File: src/core/dbg_hold_pkg.sv
// constants for the debug hold and scan chain block
package dbg_hold_pkg;
	// ------------------------------------------------------------
	// register map (byte addresses)
	// ------------------------------------------------------------
	localparam logic [11:0] ID_ADDR = 12'h000;
	localparam logic [11:0] CTL_ADDR = 12'h004;
	localparam logic [11:0] PINCFG_ADDR = 12'h008;
	localparam logic [11:0] STATUS_ADDR = 12'h00C;
	localparam logic [31:0] ZERO_WORD = 32'h0000_0000;
	// identity values, arbitrary neutral values
	localparam logic [31:0] APB_ID_VALUE = 32'h1234_5001;
	localparam logic [31:0] BSCAN_ID_VALUE = 32'h1234_5003;
	localparam logic [31:0] CORE_ID_VALUE = 32'h1234_5005;
	// ------------------------------------------------------------
	// hold control word layout
	// ------------------------------------------------------------
	localparam int SLEEP_BIT = 0;
	localparam int DSLEEP_BIT = 1;
	localparam int STANDBY_BIT = 2;
	localparam int FWDG_BIT = 8;
	localparam int WWDG_BIT = 9;
	localparam int TIMER_LO_BIT = 10;
	localparam int CAN0_BIT = 14;
	localparam int SMB0_BIT = 15;
	localparam int SMB1_BIT = 16;
	localparam int TIMER_HI_BIT = 18;
	localparam int CAN1_BIT = 21;
	localparam logic [31:0] CTL_WMASK = 32'h003D_FF07;
	localparam logic [31:0] CTL_RESET = 32'h0000_0000;
	// ------------------------------------------------------------
	// debug pin configuration
	// ------------------------------------------------------------
	localparam logic [1:0] PIN_FULL = 2'h0;
	localparam logic [1:0] PIN_NO_RESET = 2'h1;
	localparam logic [1:0] PIN_RELEASED = 2'h2;
	localparam logic [1:0] PINCFG_RESET = PIN_FULL;
	// ------------------------------------------------------------
	// scan chain
	// ------------------------------------------------------------
	localparam int IR_LEN = 5;
	localparam int DR_LEN = 32;
	localparam logic [4:0] IR_IDCODE = 5'h01;
	localparam logic [4:0] IR_BYPASS = 5'h1F;
	localparam logic [4:0] IR_CAPTURE = 5'h01;
	typedef enum logic [3:0] {
		TAP_RESET, TAP_IDLE, TAP_SEL_DR, TAP_CAP_DR, TAP_SH_DR,
		TAP_EX1_DR, TAP_PAU_DR, TAP_EX2_DR, TAP_UPD_DR, TAP_SEL_IR,
		TAP_CAP_IR, TAP_SH_IR, TAP_EX1_IR, TAP_PAU_IR, TAP_EX2_IR,
		TAP_UPD_IR
	} tap_state_type;
endpackage

File: src/core/debug_hold_jtag_chain.sv
// debug hold unit, debug pin control and two chained scan taps
//
// Functional notes
// - five scan wires; probe drives clock, mode, data in, reset.
// - pin configuration resets to full five-wire mode.
// - reset pin released means internal tap reset held high.
// - all five debug pins may be handed to general use.
// - core debug tap and boundary tap chained between data pins.
// - each tap has a 5-bit instruction register, ten bits total.
// - boundary tap returns a fixed 32-bit identification code.
// - debug registers reset only by power-on reset.
// - system reset leaves debug registers untouched.
// - scan reset clears the tap state machine and the data out enable.
// - standby hold sources bus and system clock from rc oscillator.
// - leaving standby raises a system reset request.
// - deep-sleep hold sources clocks from rc oscillator.
// - sleep hold keeps the bus clock to the core running.
// - peripheral hold acts only while core halted and bit set.
// - timer hold stops and keeps the counter while halted.
// - bus controller hold freezes smbus timeout while halted.
// - watchdog hold stops the counter clock while halted.
// - can hold stops reception while halted.
// - hold controls clear to zero on power reset only.
// - sleep, deep-sleep, standby holds sit at bits 0, 1, 2.
//
// The implementer's own choices: the APB slave port and the placing of the registers.
module debug_hold_jtag_chain
	import dbg_hold_pkg::*;
(
	// clock and power-on reset
	input wire logic pclk,
	input wire logic presetn,
	// apb slave
	input wire logic psel,
	input wire logic penable,
	input wire logic pwrite,
	input wire logic [11:0] paddr,
	input wire logic [31:0] pwdata,
	output logic [31:0] prdata,
	output logic pready,
	output logic pslverr,
	// scan pins
	input wire logic scan_clock_pin,
	input wire logic scan_mode_select_pin,
	input wire logic scan_data_in_pin,
	input wire logic scan_reset_n_pin,
	output logic scan_data_out_pin,
	output logic scan_data_out_oe,
	// pin ownership, one bit per debug pin
	output logic [4:0] gpio_release,
	// core and power state
	input wire logic core_halted,
	input wire logic sleep_mode,
	input wire logic deepsleep_mode,
	input wire logic standby_mode,
	// clock steering and reset request
	output logic ahb_clk_keep,
	output logic sys_clk_from_rc,
	output logic sys_reset_req,
	// peripheral freezes
	output logic [6:0] timer_freeze,
	output logic [1:0] smbus_timeout_freeze,
	output logic window_watchdog_freeze,
	output logic free_watchdog_freeze,
	output logic [1:0] can_rx_freeze
);

	// ------------------------------------------------------------
	// helpers
	// ------------------------------------------------------------

	// value captured into a tap data register for its instruction
	function automatic logic [31:0] dr_capture(input logic [4:0] ir,
		input logic [31:0] id);
		dr_capture = (ir == IR_IDCODE) ? id : ZERO_WORD;
	endfunction

	// one data register stage; bypass shortens it to one bit
	function automatic logic [31:0] dr_shift(input logic [4:0] ir,
		input logic [31:0] dr, input logic din);
		if (ir == IR_IDCODE) begin
			dr_shift = {din, dr[31:1]};
		end else begin
			dr_shift = {dr[31:1], din};
		end
	endfunction

	// ------------------------------------------------------------
	// registers
	// ------------------------------------------------------------
	logic [31:0] ctl_r;
	logic [1:0] pincfg_r;
	logic [2:0] tck_sync_r, tms_sync_r, tdi_sync_r, trst_sync_r;
	logic tck_level_r;
	tap_state_type tap_r, tap_nxt;
	logic [9:0] ir_shift_r;
	logic [4:0] core_ir_r, bscan_ir_r;
	logic [31:0] core_dr_r, bscan_dr_r;
	logic standby_d_r;
	logic [31:0] rd_word;
	logic addr_ok, wr_take, tck_rise, tck_fall, tap_clear, trst_level;

	// ------------------------------------------------------------
	// apb slave
	// ------------------------------------------------------------

	// one wait state: pready rises on the second access cycle
	always_ff @(posedge pclk or negedge presetn) begin
		if (!presetn) begin
			pready <= 1'b0;
		end else begin
			pready <= psel && penable && !pready;
		end
	end

	// read decode, unmapped addresses read zero with an error
	always_comb begin
		addr_ok = 1'b1;
		rd_word = ZERO_WORD;
		case (paddr)
			ID_ADDR: begin
				rd_word = APB_ID_VALUE;
			end
			CTL_ADDR: begin
				rd_word = ctl_r;
			end
			PINCFG_ADDR: begin
				rd_word = {30'h0000_0000, pincfg_r};
			end
			STATUS_ADDR: begin
				rd_word = {23'h00_0000, trst_level, standby_mode,
					deepsleep_mode, sleep_mode, core_halted,
					4'(tap_r)};
			end
			default: begin
				addr_ok = 1'b0;
			end
		endcase
	end

	// read data and error are captured with the ready pulse
	always_ff @(posedge pclk or negedge presetn) begin
		if (!presetn) begin
			prdata <= ZERO_WORD;
			pslverr <= 1'b0;
		end else if (psel && penable && !pready) begin
			prdata <= pwrite ? ZERO_WORD : rd_word;
			pslverr <= !addr_ok;
		end else begin
			pslverr <= 1'b0;
		end
	end

	// writes land on the edge where pready is sampled high
	assign wr_take = psel && penable && pready && pwrite;

	// only presetn clears; no system reset reaches here
	// system reset has no path into these registers
	// hold controls clear only on power reset
	always_ff @(posedge pclk or negedge presetn) begin
		if (!presetn) begin
			ctl_r <= CTL_RESET;
		end else if (wr_take && paddr == CTL_ADDR) begin
			// reserved bits stay zero via the mask
			ctl_r <= pwdata & CTL_WMASK;
		end
	end

	// five-wire mode is the reset choice
	always_ff @(posedge pclk or negedge presetn) begin
		if (!presetn) begin
			pincfg_r <= PINCFG_RESET;
		end else if (wr_take && paddr == PINCFG_ADDR) begin
			pincfg_r <= pwdata[1:0];
		end
	end

	// ------------------------------------------------------------
	// debug pin ownership
	// ------------------------------------------------------------

	// released mode gives away all five pins
	// bit 4 is the reset pin, bits 3:0 clock, mode, data in, out
	always_ff @(posedge pclk or negedge presetn) begin
		if (!presetn) begin
			gpio_release <= 5'h00;
		end else begin
			case (pincfg_r)
				PIN_NO_RESET: begin
					gpio_release <= 5'h10;
				end
				PIN_RELEASED: begin
					gpio_release <= 5'h1F;
				end
				default: begin
					gpio_release <= 5'h00;
				end
			endcase
		end
	end

	// ------------------------------------------------------------
	// scan pin synchronisers
	// ------------------------------------------------------------

	// probe-driven pins pass three flops before use
	always_ff @(posedge pclk or negedge presetn) begin
		if (!presetn) begin
			tck_sync_r <= 3'h0;
			tms_sync_r <= 3'h7;
			tdi_sync_r <= 3'h0;
			trst_sync_r <= 3'h0;
		end else begin
			tck_sync_r <= {tck_sync_r[1:0], scan_clock_pin};
			tms_sync_r <= {tms_sync_r[1:0], scan_mode_select_pin};
			tdi_sync_r <= {tdi_sync_r[1:0], scan_data_in_pin};
			trst_sync_r <= {trst_sync_r[1:0], scan_reset_n_pin};
		end
	end

	// a clock change counts once stages two and three agree
	always_ff @(posedge pclk or negedge presetn) begin
		if (!presetn) begin
			tck_level_r <= 1'b0;
		end else if (tck_sync_r[1] == tck_sync_r[2]) begin
			tck_level_r <= tck_sync_r[2];
		end
	end

	assign tck_rise = (tck_sync_r[1] == tck_sync_r[2]) &&
		tck_sync_r[2] && !tck_level_r;
	assign tck_fall = (tck_sync_r[1] == tck_sync_r[2]) &&
		!tck_sync_r[2] && tck_level_r;

	// without the reset pin the internal reset stays high
	assign trst_level = (pincfg_r == PIN_FULL) ? trst_sync_r[2] : 1'b1;
	// released pins hold the taps in reset, ignoring pin noise
	assign tap_clear = !trst_level || pincfg_r == PIN_RELEASED;

	// ------------------------------------------------------------
	// tap controller, shared by both taps on the common mode pin
	// ------------------------------------------------------------

	// standard sixteen-state walk on the mode select level
	always_comb begin
		case (tap_r)
			TAP_RESET: tap_nxt = tms_sync_r[2] ? TAP_RESET : TAP_IDLE;
			TAP_IDLE: tap_nxt = tms_sync_r[2] ? TAP_SEL_DR : TAP_IDLE;
			TAP_SEL_DR: tap_nxt = tms_sync_r[2] ? TAP_SEL_IR : TAP_CAP_DR;
			TAP_CAP_DR: tap_nxt = tms_sync_r[2] ? TAP_EX1_DR : TAP_SH_DR;
			TAP_SH_DR: tap_nxt = tms_sync_r[2] ? TAP_EX1_DR : TAP_SH_DR;
			TAP_EX1_DR: tap_nxt = tms_sync_r[2] ? TAP_UPD_DR : TAP_PAU_DR;
			TAP_PAU_DR: tap_nxt = tms_sync_r[2] ? TAP_EX2_DR : TAP_PAU_DR;
			TAP_EX2_DR: tap_nxt = tms_sync_r[2] ? TAP_UPD_DR : TAP_SH_DR;
			TAP_UPD_DR: tap_nxt = tms_sync_r[2] ? TAP_SEL_DR : TAP_IDLE;
			TAP_SEL_IR: tap_nxt = tms_sync_r[2] ? TAP_RESET : TAP_CAP_IR;
			TAP_CAP_IR: tap_nxt = tms_sync_r[2] ? TAP_EX1_IR : TAP_SH_IR;
			TAP_SH_IR: tap_nxt = tms_sync_r[2] ? TAP_EX1_IR : TAP_SH_IR;
			TAP_EX1_IR: tap_nxt = tms_sync_r[2] ? TAP_UPD_IR : TAP_PAU_IR;
			TAP_PAU_IR: tap_nxt = tms_sync_r[2] ? TAP_EX2_IR : TAP_PAU_IR;
			TAP_EX2_IR: tap_nxt = tms_sync_r[2] ? TAP_UPD_IR : TAP_SH_IR;
			TAP_UPD_IR: tap_nxt = tms_sync_r[2] ? TAP_SEL_DR : TAP_IDLE;
			default: tap_nxt = TAP_RESET;
		endcase
	end

	// scan reset clears the state machine; the data out enable drops with it
	always_ff @(posedge pclk or negedge presetn) begin
		if (!presetn) begin
			tap_r <= TAP_RESET;
		end else if (tap_clear) begin
			tap_r <= TAP_RESET;
		end else if (tck_rise) begin
			tap_r <= tap_nxt;
		end
	end

	// ------------------------------------------------------------
	// instruction registers
	// ------------------------------------------------------------

	// ten-bit chain, core five near data in, boundary five out
	always_ff @(posedge pclk or negedge presetn) begin
		if (!presetn) begin
			ir_shift_r <= 10'h000;
		end else if (tck_rise && tap_r == TAP_CAP_IR) begin
			ir_shift_r <= {IR_CAPTURE, IR_CAPTURE};
		end else if (tck_rise && tap_r == TAP_SH_IR) begin
			ir_shift_r <= {tdi_sync_r[2], ir_shift_r[9:1]};
		end
	end

	// test-logic-reset state selects the identification code
	always_ff @(posedge pclk or negedge presetn) begin
		if (!presetn) begin
			core_ir_r <= IR_IDCODE;
			bscan_ir_r <= IR_IDCODE;
		end else if (tap_r == TAP_RESET) begin
			core_ir_r <= IR_IDCODE;
			bscan_ir_r <= IR_IDCODE;
		end else if (tck_rise && tap_r == TAP_UPD_IR) begin
			core_ir_r <= ir_shift_r[9:5];
			bscan_ir_r <= ir_shift_r[4:0];
		end
	end

	// ------------------------------------------------------------
	// data registers
	// ------------------------------------------------------------

	// data in feeds the core tap, whose bit 0 feeds boundary
	always_ff @(posedge pclk or negedge presetn) begin
		if (!presetn) begin
			core_dr_r <= ZERO_WORD;
		end else if (tck_rise && tap_r == TAP_CAP_DR) begin
			core_dr_r <= dr_capture(core_ir_r, CORE_ID_VALUE);
		end else if (tck_rise && tap_r == TAP_SH_DR) begin
			core_dr_r <= dr_shift(core_ir_r, core_dr_r, tdi_sync_r[2]);
		end
	end

	// boundary tap captures its fixed identification code
	always_ff @(posedge pclk or negedge presetn) begin
		if (!presetn) begin
			bscan_dr_r <= ZERO_WORD;
		end else if (tck_rise && tap_r == TAP_CAP_DR) begin
			bscan_dr_r <= dr_capture(bscan_ir_r, BSCAN_ID_VALUE);
		end else if (tck_rise && tap_r == TAP_SH_DR) begin
			bscan_dr_r <= dr_shift(bscan_ir_r, bscan_dr_r, core_dr_r[0]);
		end
	end

	// ------------------------------------------------------------
	// data out pin
	// ------------------------------------------------------------

	// device drives data out, updated on the falling clock
	// driven only in shift states, so the pin idles undriven
	always_ff @(posedge pclk or negedge presetn) begin
		if (!presetn) begin
			scan_data_out_pin <= 1'b0;
			scan_data_out_oe <= 1'b0;
		end else if (tap_clear) begin
			scan_data_out_oe <= 1'b0;
		end else if (tck_fall) begin
			scan_data_out_pin <= (tap_r == TAP_SH_IR) ?
				ir_shift_r[0] : bscan_dr_r[0];
			scan_data_out_oe <= tap_r == TAP_SH_IR || tap_r == TAP_SH_DR;
		end
	end

	// ------------------------------------------------------------
	// low-power clock steering
	// ------------------------------------------------------------

	// sleep hold keeps the core bus clock on
	always_ff @(posedge pclk or negedge presetn) begin
		if (!presetn) begin
			ahb_clk_keep <= 1'b0;
		end else begin
			ahb_clk_keep <= sleep_mode && ctl_r[SLEEP_BIT];
		end
	end

	// standby with hold runs clocks from internal_rc_osc_clock
	// deep-sleep with hold does the same instead of stopping
	always_ff @(posedge pclk or negedge presetn) begin
		if (!presetn) begin
			sys_clk_from_rc <= 1'b0;
		end else begin
			sys_clk_from_rc <= (standby_mode && ctl_r[STANDBY_BIT]) ||
				(deepsleep_mode && ctl_r[DSLEEP_BIT]);
		end
	end

	// standby exit gives a one-cycle reset request, hold or not
	always_ff @(posedge pclk or negedge presetn) begin
		if (!presetn) begin
			standby_d_r <= 1'b0;
			sys_reset_req <= 1'b0;
		end else begin
			standby_d_r <= standby_mode;
			sys_reset_req <= standby_d_r && !standby_mode;
		end
	end

	// ------------------------------------------------------------
	// peripheral freezes
	// ------------------------------------------------------------

	// freeze only while halted and the bit is set
	// registered AND, follows inputs one cycle later
	// freezes gate counting only; held values are never touched
	always_ff @(posedge pclk or negedge presetn) begin
		if (!presetn) begin
			timer_freeze <= 7'h00;
			smbus_timeout_freeze <= 2'h0;
			window_watchdog_freeze <= 1'b0;
			free_watchdog_freeze <= 1'b0;
			can_rx_freeze <= 2'h0;
		end else begin
			timer_freeze <= {ctl_r[TIMER_HI_BIT+2:TIMER_HI_BIT],
				ctl_r[TIMER_LO_BIT+3:TIMER_LO_BIT]} & {7{core_halted}};
			// smbus timeout of both bus controllers
			smbus_timeout_freeze <= {ctl_r[SMB1_BIT], ctl_r[SMB0_BIT]} &
				{2{core_halted}};
			window_watchdog_freeze <= core_halted && ctl_r[WWDG_BIT];
			free_watchdog_freeze <= core_halted && ctl_r[FWDG_BIT];
			can_rx_freeze <= {ctl_r[CAN1_BIT], ctl_r[CAN0_BIT]} &
				{2{core_halted}};
		end
	end

endmodule

File: config.mk
export PLATFORM = sky130hd
export DESIGN_NAME = debug_hold_jtag_chain
export DESIGN_NICKNAME = d
export VERILOG_FILES = /design/src/core/dbg_hold_pkg.sv /design/src/core/debug_hold_jtag_chain.sv
export SDC_FILE = /design/constraint.sdc
export NUM_CORES = 1
export LEC_CHECK = 0
export BUFFER_PORTS_ARGS = -buffer_cell sky130_fd_sc_hd__buf_2
export CORE_AREA = 2 2 145 91
export CTS_BUF_LIST = sky130_fd_sc_hd__clkbuf_4 sky130_fd_sc_hd__clkbuf_8
export CTS_CLUSTER_SIZE = 40
export DETAILED_ROUTE_END_ITERATION = 8
export DIE_AREA = 0 0 147 93
export GPL_TIMING_DRIVEN = 0
export MAX_ROUTING_LAYER = met4
export PLACE_DENSITY = 0.75
export SETUP_SLACK_MARGIN = 0.2
export SLEW_MARGIN = 25
export SYNTH_ARGS = -nofsm -noshare
export SYNTH_HDL_FRONTEND = slang
export SYNTH_SLANG_ARGS = --single-unit
export TNS_END_PERCENT = 100
File: constraint.sdc
create_clock -name pclk -period 2.42 [get_ports pclk]
set_input_delay 0.363 -clock pclk [delete_from_list [all_inputs] [get_ports pclk]]
set_output_delay 0.363 -clock pclk [all_outputs]
set_load 0.05 [all_outputs]
# Word-level counts from Yosys, hierarchy flattened
# Index checks and enable logic that the tools add are counted.
# W data, S select, Z words.
word_totals:
  ff_bits: 177
  output_inout_bits: 57
  wordCells: 142
op_classes:
  n_eq_ne: 23
  n_mux: 38
  n_bitwise: 4
  n_reduce_logical: 47
op_table:
  columns: ["op", "count"]
  rows:
  - ["$mux W32", 7]
  - ["$pmux W29 S4", 1]
  - ["$mux W29", 2]
  - ["$pmux W4 S12", 1]
  - ["$eq A4 B4 Y1 const B", 8]
  - ["$eq A12 B4 Y1 const B", 2]
  - ["$mux W4", 6]
  - ["$logic_and A1 B1 Y1", 21]
  - ["$mux W10", 2]
  - ["$mux W5", 4]
  - ["$eq A4 B3 Y1 const B", 4]
  - ["$reduce_bool A2 Y1", 7]
  - ["$eq A12 B3 Y1 const B", 1]
  - ["$logic_not A12 Y1", 1]
  - ["$eq A5 B1 Y1 const B", 2]
  - ["$pmux W5 S2", 1]
  - ["$mux W1", 9]
  - ["$eq A4 B2 Y1 const B", 2]
  - ["$and A7 B7 Y7", 1]
  - ["$logic_not A1 Y1", 6]
  - ["$mux W2", 3]
  - ["$mux W3", 2]
  - ["$reduce_and A2 Y1", 3]
  - ["$and A2 B2 Y2", 2]
  - ["other kinds (11)", 14]

# Depth between registers and ports, before layout
logic_depth:
  ltp_word: 6
  depth_mapped: 7

# Worst setup path before layout
# No wires, ideal clock.
synth_path:
  path_kind: "input to register"
  startpoint: "input port paddr[7]"
  endpoint: "register ctl_r[10]"
  setup_time_ns: 0.125
  t_arrival_ns: 1.879
  required_time_ns: 2.295
  slack_ns: 0.416
  cell_stages: 5
  n_path_buf: 1
  path_cell_list: "or4_4 > nor4_4 > nand3_4 > buf_6 > mux2_4"
synth_via:
  elab_chain_cells: 2
synth_rtl:
  columns: ["element", "line", "source"]
  rows:
  - ["start, declared", "debug_hold_jtag_chain.sv:37", "input wire logic [11:0] paddr,"]
  - ["$eq A12 B3 Y1", "debug_hold_jtag_chain.sv:163", "end else if (wr_take && paddr == CTL_ADDR) begin"]
  - ["$logic_and A1 B1 Y1", "debug_hold_jtag_chain.sv:163", null]
  - ["end signal, assigned", "debug_hold_jtag_chain.sv:165", "ctl_r <= pwdata & CTL_WMASK;"]
  - ["end, declared", "debug_hold_jtag_chain.sv:91", "logic [31:0] ctl_r;"]
# No other way between the ends.
# A chain may end at the register's enable or synchronous reset.

# Final worst setup path
layout_path:
  startpoint: "register bscan_ir_r[0]"
  endpoint: "register bscan_dr_r[28]"
layout_via:
  elab_chain_cells: 3
layout_rtl:
  columns: ["element", "line", "source"]
  rows:
  - ["start, declared", "debug_hold_jtag_chain.sv:97", "logic [4:0] core_ir_r, bscan_ir_r;"]
  - ["start signal, assigned", "debug_hold_jtag_chain.sv:303", "bscan_ir_r <= ir_shift_r[4:0];"]
  - ["$eq A5 B1 Y1 *", "debug_hold_jtag_chain.sv:75, debug_hold_jtag_chain.sv:81", null]
  - ["$mux W29 / $reduce_bool A2 Y1 (equally long branches)", null, null]
  - ["$mux W32 / $reduce_and A2 Y1 (equally long branches)", null, null]
  - ["end signal, assigned", "debug_hold_jtag_chain.sv:327", "bscan_dr_r <= dr_capture(bscan_ir_r, BSCAN_ID_VALUE);"]
  - ["end signal, assigned", "debug_hold_jtag_chain.sv:329", "bscan_dr_r <= dr_shift(bscan_ir_r, bscan_dr_r, core_dr_r[0]);"]
  - ["end, declared", "debug_hold_jtag_chain.sv:98", "logic [31:0] core_dr_r, bscan_dr_r;"]
# Mark *: on every way between the ends. The rest lies on a longest branch, timed or not.

==> impl_metrics.yaml <==
outcome:
  status: "complete, no violations"
route:
  first_iter_violations: 325
  antenna_left: 0
  detail_route.wl_per_cell_um: 15.9
  vias_per_cell: 5.40
  drc: 0
  first_pass_iters: 5
  routed_wl_mm: 14.0
  num_vias: 4762
global_route:
  grt.overflow.total: 0
  grt_usage: 0.224
  antenna_found_initial: 0
  grt_max_degree: 99
  grt_pass1_wl_mm: 23.1
  grt_pass1_vias: 4509
setup_path:
  path_max_fanout: 9
  cp_data_arrival_time_ns: 2.36
  critical_path.endpoint_type: "flip-flop"
  worst-endpoint-required_ns: 2.73
  cp-start-kind: "flip-flop"
  crit_type: "flip-flop to flip-flop"
place:
  place.detailed.hpwl_mm: 9.83
  port_buffers: 88
  place_congestion: 0.841
floorplanning:
  fp.dieH_um: 93
  rows: 32
  start_util: 0.536
  die-area_mm2: 0.0137
  die_x_um: 147
  fp.coreArea_mm2: 0.0124
  ios: 114
cells_and_area:
  nFillCells: 972
  finish.utilization: 0.634
  nNetsFinal: 760
  area_growth_pct: 18.3
  diodes: 0
  drive_above_1_share: 0.261
timing:
  finalSetupTns_ns: 0
  relSlewSlack: 0.555
  fin_skew_ns: 0.0145
  worstMarginPinSlew_ns: 0.668
  hold_violations: 0
  finalMaxSlewViolations: 0
  period_share: 0.849
  fmax_mhz: 487
  final-setup-viol-count: 0
  fin_crit_ns: 2.05
  rsz0062_at_grt: "no"
yosys:
  syn_area_mm2: 0.00665
  synthFlopType: "dfrtp_1"
  synth_area_leader_cell: "dfrtp_1"
  async_flop_share: 1.00
  syn_inst: 577
  synthTopCellsByArea: "dfrtp_1 60%, nand2_1 6.1%, a22o_1 4.6%"
  synth_top_area_share: 0.598
  synth_warnings: 0
  avgSynthCellArea_um2: 11.5
  ys_ff_latch: 164
  synth-seq-area-share: 0.618
  synthDistinctLibCells: 57
  synth-edff-count: 0
clock_tree:
  clk_latency_ns: 0.45
  clk_pin_slew_worst_paths_ns: 0.08
  numCtsBuffers: 17
  htreeDepth: 4
  clk_path_buf_depth: 2
  cts_tree: "yes"
  cts-root-buf: "clkbuf_8"
  clkSinkCount: 164
pwr:
  powerDensity_mw_per_mm2: 628
  ir_worst_vdd_uv: 399
  power_w: 0.00494
  p_leak_nw: 3.93
flow_run:
  cap_violations: 0
hold_path:
  hold_path_class: "input port to flip-flop"
synthesized netlist by cell type (4+ instances only):
library cell / instances
dfrtp_1: 159
nand2_1: 108
o21ai_0: 40
a22o_1: 35
clkbuf_1: 24
a21oi_1: 22
a2bb2oi_1: 16
and2_1: 16
buf_4: 13
nand3_1: 12
nor2_1: 11
inv_1: 10
mux2_4: 10
nor2b_1: 10
mux2_2: 8
nand2b_1: 7
a31oi_1: 5
buf_2: 5
dfstp_2: 5
nor3b_1: 5
o31ai_1: 5
ha_1: 4
power by group:
group	total (W)	leakage (nW)	switching (W)	internal, W
logic	0.000266	1.50	0.000183	0.0000828
clock network	0.00189	0.183	0.00102	0.000865
registers	0.00278	2.25	0.0000206	0.00276
total	0.00494	3.93	0.00123	0.00371
critical path, cell delays in order (launching register included):
cell       delay, ns
dfstp_2         0.54
nor4b_2         0.51
o2111a_1        0.27
buf_2           0.19
nand2_1         0.22
a2bb2oi_1       0.19
cells by family after synthesis:
kind of cell / count (synthesis) / synth area share
AND/OR/NAND/NOR: 192 / 0.147
adder cells (fa/ha/maj): 4 / 0.00753
XOR/XNOR: 1 / 0.00132
flip-flops: 164 / 0.618
multiplexers: 20 / 0.0391
other: 1 / 0.000564
AO/OA/AOI/OAI: 139 / 0.146
buffers and inverters: 56 / 0.0410
cell type report:
cell class,instances,area (um2),area share
buffer,46,246,0.0313
clock inverter,13,123,0.0156
inverter,10,37.5,0.00477
sequential,164,4110,0.523
multi-input combinational,365,2340,0.297
clock buffer,19,255,0.0325
tap,170,213,0.0270
timing repair buffer,95,543,0.0690
cell usage in the layout, fill, tap and decap left out, drive strengths merged, types with 2 or more instances in the layout:
cell type | netlist | layout
dfrtp | 159 | 159
buf | 22 | 111
nand2 | 108 | 108
clkbuf | 24 | 46
o21ai | 40 | 40
a22o | 35 | 35
a21oi | 22 | 22
and2 | 19 | 19
mux2 | 18 | 18
a2bb2oi | 16 | 16
inv | 10 | 15
nand3 | 13 | 13
nor2 | 11 | 11
nor2b | 10 | 10
conb | 1 | 9
nand2b | 7 | 7
o31ai | 5 | 5
a31oi | 5 | 5
dfstp | 5 | 5
nor3b | 5 | 5
ha | 4 | 4
clkinvlp | 0 | 4
a221o | 3 | 3
dlygate4sd3 | 0 | 3
nor4 | 3 | 3
clkinv | 0 | 3
nor4b | 3 | 3
a22oi | 2 | 2
mux2i | 2 | 2
and3 | 2 | 2
nor3 | 2 | 2
or2 | 2 | 2
or4 | 2 | 2
o2111ai | 2 | 2
path summary, 6_finish.rpt:
check	endpoint	cells after the start	slack, ns	from
worst max register to register	bscan_dr_r[28]	5	0.37	bscan_ir_r[0]
max in group asynchronous	core_dr_r[23]	3	1.17	presetn
min in group asynchronous	window_watchdog_freeze	2	0.43	presetn
worst max-delay path	bscan_dr_r[28]	5	0.37	bscan_ir_r[0]
worst min-delay path	tck_sync_r[0]	1	0.03	scan_clock_pin
worst min register to register	tck_sync_r[1]	0	0.35	tck_sync_r[0]
sequential cells by signal, indices dropped and copies added, names as in the netlist, 4 cells and up:
signal and flops:
prdata 22, tap_r 4, ir_shift_r 10, timer_freeze 7, bscan_dr_r 32, ctl_r 16
bscan_ir_r 5, core_ir_r 5, core_dr_r 32
through the flow:
step / hold WS [ns] / setup slack [ns] / cell area (um2) / std cells
floorplan: 0.0674 / 0.416 / 6680 / 585
global placement: 0.336 / -1.30 / 7330 / 843
detailed placement: 0.336 / -0.183 / 7370 / 844
CTS: 0.00873 / 0.260 / 7800 / 879
global route: 0.00122 / 0.226 / 7870 / 882
finish: 0.0286 / 0.366 / 7870 / 882
metal layers:
layer  track usage  routed length [um]  vias to the layer above
met1         0.334                6750                     2353
met3        0.0410                 820                       28
met2         0.308                6170                      152
met4        0.0841                 238                        0
met5             -                   0                        -
li1              -                   -                     2229
timing repair:
item	CTS	global route
endpoints found under the setup margin	57	43
setup buffers	0	3
cloned	0	0
hold buffers	3	0
gates resized for setup	4	14
endpoints found under the hold margin	63	0
pin swaps	0	1
(Power assumes the default switching activity.)
